**src/monitor_pkg.sv**
```systemverilog
// shared constants for the per-processor resource monitoring front end
// assumes one core clock and a register access port driven by core logic
// ============================================================
package monitor_pkg;

  // ============================================================
  // sizes
  localparam int NUM_LP = 2;                 // logical processors served
  localparam int ID_W   = 10;                // monitor ID field width
  localparam int NUM_ID = 16;                // implemented counter sets
  localparam int IDX_W  = 4;                 // index into counter sets
  localparam int EVT_W  = 8;                 // event code width
  localparam int CNT_W  = 32;                // accumulator width
  localparam int DATA_W = 64;                // model register width
  localparam int Q_W    = 32;                // query register width
  localparam int LP_W   = 1;                 // processor select width

  localparam logic [ID_W-1:0] MAX_ID = 10'h00F; // highest supported ID

  // ============================================================
  // register selectors and field layout
  typedef enum logic [1:0] {
    REG_ASSOC  = 2'h0,                       // thread_monitor_id_assoc
    REG_EVTSEL = 2'h1,                       // monitor_event_select
    REG_CTR    = 2'h2                        // monitor_result_counter
  } reg_sel_t;

  localparam int ID_LSB      = 0;            // ID in association register
  localparam int EVT_LSB     = 0;            // event code in event select
  localparam int EVT_ID_LSB  = 32;           // ID in event select
  localparam int ERR_BIT     = 63;           // counter error flag
  localparam int UNAVAIL_BIT = 62;           // counter data unavailable

  // ============================================================
  // event codes
  localparam logic [EVT_W-1:0] EV_OCC = 8'h01; // cache occupancy
  localparam logic [EVT_W-1:0] EV_TOT = 8'h02; // total external bandwidth
  localparam logic [EVT_W-1:0] EV_LOC = 8'h03; // local external bandwidth

  // ============================================================
  // capability query
  localparam logic [Q_W-1:0] LEAF_FEAT = 32'h0000_0007;
  localparam logic [Q_W-1:0] LEAF_MON  = 32'h0000_000F;
  localparam logic [Q_W-1:0] SUB_ZERO  = 32'h0000_0000;
  localparam int SUPPORT_BIT = 12;           // monitor_support_flag
  localparam int LLC_RES_BIT = 1;            // last-level cache resource

endpackage : monitor_pkg

```
**src/shared_resource_monitor_ids.sv**
```systemverilog
// per-processor monitor ID tagging, per-ID cache metric counters and
// the capability query that software uses to discover them
// assumes all inputs come from core logic on clk_sys, none need syncing
`timescale 1ns/1ps
module shared_resource_monitor_ids (
  input  wire logic                                  clk_sys,     // core clock, 200 MHz
  input  wire logic                                  resetn,      // async reset, active low
  // model register write
  input  wire logic                                  wrValid,     // one-cycle write request
  input  wire logic [1:0]                            wrSel,       // register selector
  input  wire logic [monitor_pkg::LP_W-1:0]          wrLp,        // target processor
  input  wire logic [monitor_pkg::DATA_W-1:0]        wrData,      // write value
  // model register read
  input  wire logic                                  rdValid,     // one-cycle read request
  input  wire logic [1:0]                            rdSel,       // register selector
  input  wire logic [monitor_pkg::LP_W-1:0]          rdLp,        // source processor
  // capability query
  input  wire logic                                  queryValid,  // one-cycle query request
  input  wire logic [monitor_pkg::Q_W-1:0]           queryLeaf,   // leaf number
  input  wire logic [monitor_pkg::Q_W-1:0]           querySub,    // sub-leaf number
  // cache traffic, tagged with each processor's active ID; evictions carry the owner ID in evictId
  input  wire logic [monitor_pkg::NUM_LP-1:0]        fillPulse,   // line allocated
  input  wire logic [monitor_pkg::NUM_LP-1:0]        missPulse,   // external transfer
  input  wire logic [monitor_pkg::NUM_LP-1:0]        missLocal,   // transfer served locally
  input  wire logic                                  evictPulse,  // line removed
  input  wire logic [monitor_pkg::ID_W-1:0]          evictId,     // owner of removed line
  // answers
  output logic                                       wrDone,      // write finished pulse
  output logic                                       gpFault,     // write rejected pulse
  output logic                                       rdDone,      // read data valid pulse
  output logic [monitor_pkg::DATA_W-1:0]             rdData,      // read value, held
  output logic                                       queryDone,   // query answer pulse
  output logic [monitor_pkg::Q_W-1:0]                queryEbx,    // query result EBX
  output logic [monitor_pkg::Q_W-1:0]                queryEdx,    // query result EDX
  output logic [monitor_pkg::NUM_LP-1:0][monitor_pkg::ID_W-1:0] activeId // tag per processor
);

  // ============================================================
  // state
  typedef logic [monitor_pkg::NUM_ID-1:0][monitor_pkg::CNT_W-1:0] cnt_bank_t;

  typedef struct packed {
    logic [monitor_pkg::NUM_LP-1:0][monitor_pkg::ID_W-1:0]  assocId;  // active ID
    logic [monitor_pkg::NUM_LP-1:0][monitor_pkg::EVT_W-1:0] evtCode;  // selected event
    logic [monitor_pkg::NUM_LP-1:0][monitor_pkg::ID_W-1:0]  monitor_event_code;    // selected ID
    cnt_bank_t                                              occ;      // lines held
    cnt_bank_t                                              tot;      // total transfers
    cnt_bank_t                                              loc;      // local transfers
    logic                                                   wrDone;
    logic                                                   gpFault;
    logic                                                   rdDone;
    logic [monitor_pkg::DATA_W-1:0]                         rdData;
    logic                                                   queryDone;
    logic [monitor_pkg::Q_W-1:0]                            queryEbx;
    logic [monitor_pkg::Q_W-1:0]                            queryEdx;
  } state_t;

  state_t state_reg;   // registered state
  state_t state_next;  // next value

  // ============================================================
  // helpers
  // true when an event code is one of the three decoded ones
  function automatic logic code_known(input logic [monitor_pkg::EVT_W-1:0] c);
    code_known = (c == monitor_pkg::EV_OCC) || (c == monitor_pkg::EV_TOT) ||
                 (c == monitor_pkg::EV_LOC);
  endfunction : code_known

  logic [monitor_pkg::ID_W-1:0] wrAssocId;  // ID field of a write to association
  logic [monitor_pkg::ID_W-1:0] wrEvtId;    // ID field of a write to event select
  logic [monitor_pkg::EVT_W-1:0] wrEvtCode; // code field of a write to event select
  logic [monitor_pkg::EVT_W-1:0] selCode;   // event code of the reading processor
  logic [monitor_pkg::ID_W-1:0]  selId;     // selected ID of the reading processor
  logic                          selBad;    // lookup cannot be served
  logic [monitor_pkg::IDX_W-1:0] selIdx;    // counter set index

  assign wrAssocId = wrData[monitor_pkg::ID_LSB +: monitor_pkg::ID_W];
  assign wrEvtId   = wrData[monitor_pkg::EVT_ID_LSB +: monitor_pkg::ID_W];
  assign wrEvtCode = wrData[monitor_pkg::EVT_LSB +: monitor_pkg::EVT_W];
  assign selCode   = state_reg.evtCode[rdLp];
  assign selId     = state_reg.monitor_event_code[rdLp];
  assign selBad    = !code_known(selCode) || (selId > monitor_pkg::MAX_ID);
  assign selIdx    = selId[monitor_pkg::IDX_W-1:0];

  // ============================================================
  // next state
  // counters run every cycle; the read port only samples them, which keeps
  // the read free of side effects at the cost of a one-cycle old snapshot
  always_comb begin
    logic [monitor_pkg::CNT_W-1:0] addOcc;
    logic [monitor_pkg::CNT_W-1:0] addTot;
    logic [monitor_pkg::CNT_W-1:0] addLoc;
    logic [monitor_pkg::CNT_W-1:0] cval;
    addOcc = '0;
    addTot = '0;
    addLoc = '0;
    cval   = '0;
    state_next           = state_reg;
    state_next.wrDone    = 1'b0;
    state_next.gpFault   = 1'b0;
    state_next.rdDone    = 1'b0;
    state_next.queryDone = 1'b0;

    // per-ID accumulation of traffic from every processor
    for (int id = 0; id < monitor_pkg::NUM_ID; id++) begin
      addOcc = '0;
      addTot = '0;
      addLoc = '0;
      // each processor's traffic counts against its own active ID
      for (int lp = 0; lp < monitor_pkg::NUM_LP; lp++) begin
        if (state_reg.assocId[lp] == monitor_pkg::ID_W'(id)) begin
          addOcc = addOcc + monitor_pkg::CNT_W'(fillPulse[lp]);
          addTot = addTot + monitor_pkg::CNT_W'(missPulse[lp]);
          addLoc = addLoc + monitor_pkg::CNT_W'(missPulse[lp] & missLocal[lp]);
        end
      end
      // an eviction of an empty set is dropped so occupancy never wraps
      if (evictPulse && (evictId == monitor_pkg::ID_W'(id)) && (state_reg.occ[id] != '0)) begin
        state_next.occ[id] = state_reg.occ[id] + addOcc - monitor_pkg::CNT_W'(1);
      end else begin
        state_next.occ[id] = state_reg.occ[id] + addOcc;
      end
      state_next.tot[id] = state_reg.tot[id] + addTot;
      state_next.loc[id] = state_reg.loc[id] + addLoc;
    end

    // register writes
    if (wrValid) begin
      unique case (monitor_pkg::reg_sel_t'(wrSel))
        monitor_pkg::REG_ASSOC: begin
          if (wrAssocId > monitor_pkg::MAX_ID) begin
            state_next.gpFault = 1'b1;
          end else begin
            state_next.assocId[wrLp] = wrAssocId;
            state_next.wrDone        = 1'b1;
          end
        end
        monitor_pkg::REG_EVTSEL: begin
          // stored as written; a bad pair is reported at counter read time
          state_next.evtCode[wrLp] = wrEvtCode;
          state_next.monitor_event_code[wrLp]   = wrEvtId;
          state_next.wrDone        = 1'b1;
        end
        default: begin
          // the counter is read only, as is the unused selector code
          state_next.gpFault = 1'b1;
        end
      endcase
    end

    // register reads; only here is counter data sampled
    if (rdValid) begin
      state_next.rdDone = 1'b1;
      state_next.rdData = '0;
      unique case (monitor_pkg::reg_sel_t'(rdSel))
        monitor_pkg::REG_ASSOC: begin
          state_next.rdData[monitor_pkg::ID_LSB +: monitor_pkg::ID_W] = state_reg.assocId[rdLp];
        end
        monitor_pkg::REG_EVTSEL: begin
          state_next.rdData[monitor_pkg::EVT_LSB +: monitor_pkg::EVT_W]   = selCode;
          state_next.rdData[monitor_pkg::EVT_ID_LSB +: monitor_pkg::ID_W] = selId;
        end
        monitor_pkg::REG_CTR: begin
          if (selBad) begin
            // error with no data
            state_next.rdData[monitor_pkg::ERR_BIT]     = 1'b1;
            state_next.rdData[monitor_pkg::UNAVAIL_BIT] = 1'b1;
          end else begin
            // lookup by selected code and ID
            if (selCode == monitor_pkg::EV_OCC) begin
              cval = state_reg.occ[selIdx];
            end else if (selCode == monitor_pkg::EV_TOT) begin
              cval = state_reg.tot[selIdx];
            end else begin
              cval = state_reg.loc[selIdx];
            end
            state_next.rdData[monitor_pkg::CNT_W-1:0] = cval;
          end
        end
        default: begin
          // unused selector reads as zero
          state_next.rdData = '0;
        end
      endcase
    end

    // capability query
    if (queryValid) begin
      state_next.queryDone = 1'b1;
      state_next.queryEbx  = '0;
      state_next.queryEdx  = '0;
      if ((queryLeaf == monitor_pkg::LEAF_FEAT) && (querySub == monitor_pkg::SUB_ZERO)) begin
        state_next.queryEbx[monitor_pkg::SUPPORT_BIT] = 1'b1;
      end else if ((queryLeaf == monitor_pkg::LEAF_MON) && (querySub == monitor_pkg::SUB_ZERO)) begin
        // only the cache resource bit; all higher bits stay zero
        state_next.queryEdx[monitor_pkg::LLC_RES_BIT] = 1'b1;
        state_next.queryEbx = monitor_pkg::Q_W'(monitor_pkg::MAX_ID);
      end
    end
  end

  // ============================================================
  // state register
  always_ff @(posedge clk_sys or negedge resetn) begin
    if (!resetn) begin
      state_reg <= '0;   // IDs, selects and counters all start at zero
    end else begin
      state_reg <= state_next;
    end
  end

  // ============================================================
  // outputs, straight from the state register
  assign wrDone    = state_reg.wrDone;
  assign gpFault   = state_reg.gpFault;
  assign rdDone    = state_reg.rdDone;
  assign rdData    = state_reg.rdData;
  assign queryDone = state_reg.queryDone;
  assign queryEbx  = state_reg.queryEbx;
  assign queryEdx  = state_reg.queryEdx;
  assign activeId  = state_reg.assocId;
endmodule : shared_resource_monitor_ids

```
**config.mk**
```make
export PLATFORM = sky130hd
export DESIGN_NAME = shared_resource_monitor_ids
export DESIGN_NICKNAME = d
export VERILOG_FILES = /design/src/monitor_pkg.sv /design/src/shared_resource_monitor_ids.sv
export SDC_FILE = /design/constraint.sdc
export NUM_CORES = 2
export LEC_CHECK = 0
export BUFFER_PORTS_ARGS = -buffer_cell sky130_fd_sc_hd__buf_2
export CAP_MARGIN = 40
export CORE_MARGIN = 10
export CORE_UTILIZATION = 55
export DETAILED_ROUTE_END_ITERATION = 8
export HOLD_SLACK_MARGIN = 0.06
export PLACE_DENSITY = 0.72
export RECOVER_POWER = 100
export SLEW_MARGIN = 25
export SYNTH_ARGS = -nofsm -noshare
export SYNTH_HDL_FRONTEND = slang
export SYNTH_SLANG_ARGS = --single-unit
```
**constraint.sdc**
```tcl
create_clock -name clk_sys -period 5.38 [get_ports clk_sys]
set_clock_uncertainty 0.1 [all_clocks]
set_input_delay 0 -clock clk_sys [delete_from_list [all_inputs] [get_ports clk_sys]]
set_output_delay 0 -clock clk_sys [all_outputs]
set_load 0.005 [all_outputs]
```
## Yosys cells after proc, flatten, opt, wreduce, memory -nomap -nowiden

Cells that the tools add are included.
W data, S select, Z words.

| storage, ports and cells | value |
|---|---|
| bits in registers | 1673 |
| bits in latches | 0 |
| bits in writable memories | 0 |
| memory bits (read-only) | 0 |
| bits of input ports | 156 |
| output and inout bits | 152 |
| word-level logic and storage cells | 451 |
| memories | 0 |

| cells by class | value |
|---|---|
| add/subtract/negate cells | 112 |
| multipliers | 0 |
| divide/modulo/power cells | 0 |
| order comparisons | 6 |
| equal/unequal tests | 53 |
| shift operators | 0 |
| multiplexer cells | 153 |
| bitwise logic cells | 3 |
| reduce and logical (&&, ||, !) cells | 63 |

Operator list:

| kind | number |
|---|---|
| $mux W32 | 70 |
| $add A32 B32 Y32 | 63 |
| $add A32 B1 Y32 | 33 |
| $reduce_bool A32 Y1 | 16 |
| $sub A32 B1 Y32 const B | 16 |
| $bmux W32 S4 | 3 |
| $eq A10 B4 Y1 const B | 24 |
| $mux W65 | 2 |
| $eq A10 B3 Y1 const B | 12 |
| $eq A10 B2 Y1 const B | 6 |
| $mux W10 | 6 |
| $mux W1 | 53 |
| $bwmux W20 | 2 |
| $logic_and A1 B1 Y1 | 35 |
| $eq A32 B3 Y1 const B | 1 |
| $eq A32 B4 Y1 const B | 1 |
| $logic_not A32 Y1 | 1 |
| $eq A10 B1 Y1 const B | 3 |
| $logic_not A10 Y1 | 3 |
| $mux W8 | 3 |
| $pmux W8 S3 | 1 |
| $mux W22 | 1 |
| $gt A10 B4 Y1 const B | 2 |
| $mux W19 | 1 |
| other kinds (22) | 32 |

## Longest topological paths before layout

| logic depth | value |
|---|---|
| word-level depth | 10 |
| depth in mapped cells | 20 |
| gate-level depth less buffers | 18 |

## Worst setup path before layout

OpenSTA, ideal clock, no wires.

| timing path | value |
|---|---|
| kind | reg2reg |
| start point | register state_reg, in the netlist activeId[6] |
| end point | register state_reg[1217] (netlist name) |
| library setup time | 79 ps |
| arrival time | 5002 ps |
| data required time | 5201 ps |
| setup slack | 199 ps |
| stages on the path, launching flop included | 19 |
| path buffers | 2 |
| cell sequence | dfrtp_1 -> or4_1 -> or3_1 -> clkbuf_1 -> nor2_1 -> ha_1 -> mux2_2 -> ha_1 -> fa_1 -> and4_1 -> buf_2 -> a31o_2 -> o21ai_1 -> a31oi_1 -> or4_1 -> or3_1 -> nor2_1 -> mux2i_1 -> xor2_1 |

RTL lines:

| item | line | RTL |
|---|---|---|
| start: declaration | shared_resource_monitor_ids.sv:58 | `state_t state_reg;` |
| start signal: assignment | shared_resource_monitor_ids.sv:208 | `state_reg <= state_next;` |

==> impl_metrics.yaml <==
logic_synthesis:
  number_of_synthesized_flops_with_an_enable_pin: 0
  ys_ff_latch: 1641
  postSynth.asyncResetShare: 1.000
  seq_area_frac_synth: 0.3889
  synth_area_leader_cell: "sky130_fd_sc_hd__dfrtp_1"
  synth_largest_type_area_fraction: 0.3889
  synth_area_mm2: 0.1056
  synth_top_area_cells: "sky130_fd_sc_hd__dfrtp_1, sky130_fd_sc_hd__xnor2_1, sky130_fd_sc_hd__nand2_1, sky130_fd_sc_hd__nand3_1, sky130_fd_sc_hd__xor2_1"
  avgSynthCellArea_um2: 8.485
  dominantRegCellSynth: "sky130_fd_sc_hd__dfrtp_1"
  synthCells: 12450
  post_synth_num_cell_types: 104
  yosys_warnings: 0
worst_setup_path:
  cpPeakStageDelay_ps: 550
  critical-path-top-cell-by-count: "sky130_fd_sc_hd__buf_4"
  critical_path.endpoint_type: "flop"
  worstPathRequired_ps: 6040
  crit_path_max_fanout: 8
  critPathSlowestCell: "sky130_fd_sc_hd__or4_4"
  timing.critical_path.buf_inv: 4
  worst_setup_path_category: "flop to flop"
  start_kind: "flop"
  cells_along_the_critical_path: "or4_4 > buf_4 > or3_1 > buf_6 > nor2_2 > ha_1 > mux2_2 > ha_1 > fa_1 > and4_1 > and3_1 > or3_4 > a2111oi_4 > buf_4 > nand4_1 > nor3_4 > buf_4 > nand2_1 > o21ai_2 > xor2_1"
  cell_family_with_most_cp_delay: "simple AND/OR/NAND/NOR gates"
  crit_arrival_ps: 5870
layout:
  finish.instance_area_mm2: 0.1188
  nFillCells: 16430
  most-common-layout-cells: "sky130_fd_sc_hd__nand2_1, sky130_fd_sc_hd__dfrtp_1, sky130_fd_sc_hd__nand3_1"
  postLayoutCoreUtil: 0.6231
  largest_register_ff_count: 1572
  areaGrowthSynthToFinish_pct: 12.46
  final-seq-area_mm2: 0.04106
  mostFrequentLayoutCell: "sky130_fd_sc_hd__nand2_1"
  nNetsFinal: 13090
  combined_area_of_the_multi_input_logic_cells_mm2: 0.06041
  final_layout_size_suffix_gt1_frac: 0.1024
route:
  maxUsedRoutingLayer: "met5"
  drt_drc: 0
  routed_via_density: 6.155
  wl_met3_um: 28820
  drt_iter0_drc: 10090
  total_wirelength_um: 353500
  vias_post_dr: 94820
  drt.antenna.violating_nets: 0
  firstDrtPassIters: 6
  met2RoutedLength_um: 155400
  avgRoutedWirePerCell_um: 22.95
  wirelength_met1_um: 145600
power_and_ir_drop:
  vdd_drop_max_v: 0.0003365
  power.static_leakage_nw: 52.39
  power.total_mw: 33.80
  power.density_mw_per_mm2: 284.6
sta:
  maxClockFrequency_mhz: 192.1
  grt_setup_unrepaired: "true"
  setup_violations: 0
  finalHoldViolCount: 0
  min_period_over_period: 0.9678
  worst_pin_slew_ps: 3558
  final_period_minus_worst_setup_slack_ps: 5207
  max_slew_margin: -1.372
  drv_slew: 1338
  final.hold.worst_slack_ps: 145.2
status:
  violations: "max-capacitance violations, max-slew violations"
  run_status: "finished with violations"
floorplanning:
  design.portCount: 308
  die-area_mm2: 0.2099
  initial_utilization: 0.5541
  core-area_mm2: 0.1906
  std_cell_rows: 160
  overall_die_height_um: 458.2
  dieWidth_um: 458.2
placement:
  buffers_on_ports: 185
  placer_s_final_routability_congestion_estimate: 1.016
  post_place_instance_area_mm2: 0.1110
  hpwl_um: 265100
min_path:
  min_path_type: "input port to flop"
grt:
  initial_antenna_violation_count: 11
  gr-usage-all-layers: 0.3252
  grt_start_max_net_pins: 172
  via_count_of_the_first_global_routing_pass: 90950
  grt_first_pass_wirelength_um: 542700
  overflow: 0
clocking:
  sinks_on_the_clock_net: 1641
  clk_pin_slew_worst_paths_ps: 60
  cts_max_level: 4
  clock_tree.buffer_depth: 3
  cts_tree: "built"
  cts.root.buffer_cell: "sky130_fd_sc_hd__clkbuf_16"
  clock_latency_late_sink_ps: 880
  cts-buffers-inserted: 186
job:
  drv.max_cap_violation_count: 16
[layer usage]
layer	track usage	vias up
li1	-	43550
met1	0.4362	46440
met3	0.06097	805
met2	0.4913	4030
met4	0.1903	2
met5	0	-
[synth_stat cells (all sizes together), types with 23 or more instances]
cell    number
inv        266
nor3b       45
a21o        47
o211ai      58
or4         39
a311oi     248
xor2       577
a31oi      101
mux2       110
nor4       233
nor3       270
fa          48
and3       461
a211oi      48
dfrtp     1641
xnor2     1180
mux2i       99
o22ai       23
o21a        24
and2       124
o31ai       37
nand2b      41
ha         160
or2         42
o21ai      189
nand2     2412
nand3     1325
or3         62
nand4      325
nor2       690
a21oi      196
nor2b       72
buf        301
clkbuf     562
nor4b       26
and4       112
[through the flow]
step,setup TNS [ps],setup WS [ps],cells
finish,0,173.4,15410
global route,-252.3,-44.76,15400
CTS,0,35.72,15380
detailed placement,0,1.565,14940
global placement,0,81.46,14910
floorplan,0,198.7,12520
[tightest hold or removal path: cells and delay by family]
kind / cells / cell delay [ps]
buffers and inverters: 2 / 890
muxes: 1 / 180
[timing repair]
action / in CTS / in global routing
buffers inserted: 0 / 11
pin swaps: 1 / 13
endpoints found under the setup margin: 1 / 128
hold buffers: 97 / 0
gates resized for setup: 2 / 75
hold endpoints to repair: 1749 / 0
[cell type report]
class	count	share of cell area
flip-flops and latches	1641	0.3458
diodes	8	0.0001686
well taps	2511	0.02646
clock buffers	270	0.04583
multi-input cells	9752	0.5087
inverters	267	0.008439
repair buffers	881	0.05588
clock inverters	75	0.008745
[logic make-up after synthesis]
group | synth area share
compound gates | 0.07670
flops | 0.3889
mux | 0.02282
simple gates | 0.2915
fa+ha+maj | 0.02806
buf+inv | 0.04631
other cells | 0.00003551
xor+xnor | 0.1457
[path summary, 6_finish.rpt]
kind,cells past startpoint,slack (ps),end,from
worst min register to register,1,370,state_reg[707],state_reg[707]
worst min-delay path,3,150,activeId[1],wrData[1]
min in group asynchronous,4,1220,state_reg[265],resetn
worst max register to register,20,170,state_reg[1473],activeId[6]
max in group asynchronous,5,600,state_reg[184],resetn
worst max-delay path,20,170,state_reg[1473],activeId[6]
[power by group]
| group | switching (mW) | internal, mW |
|---|---|---|
| sequential | 0.551 | 12.7 |
| clock | 5.64 | 7.80 |
| combinational | 5.08 | 2.07 |
Note: power is estimated with default switching activity, not from simulation.
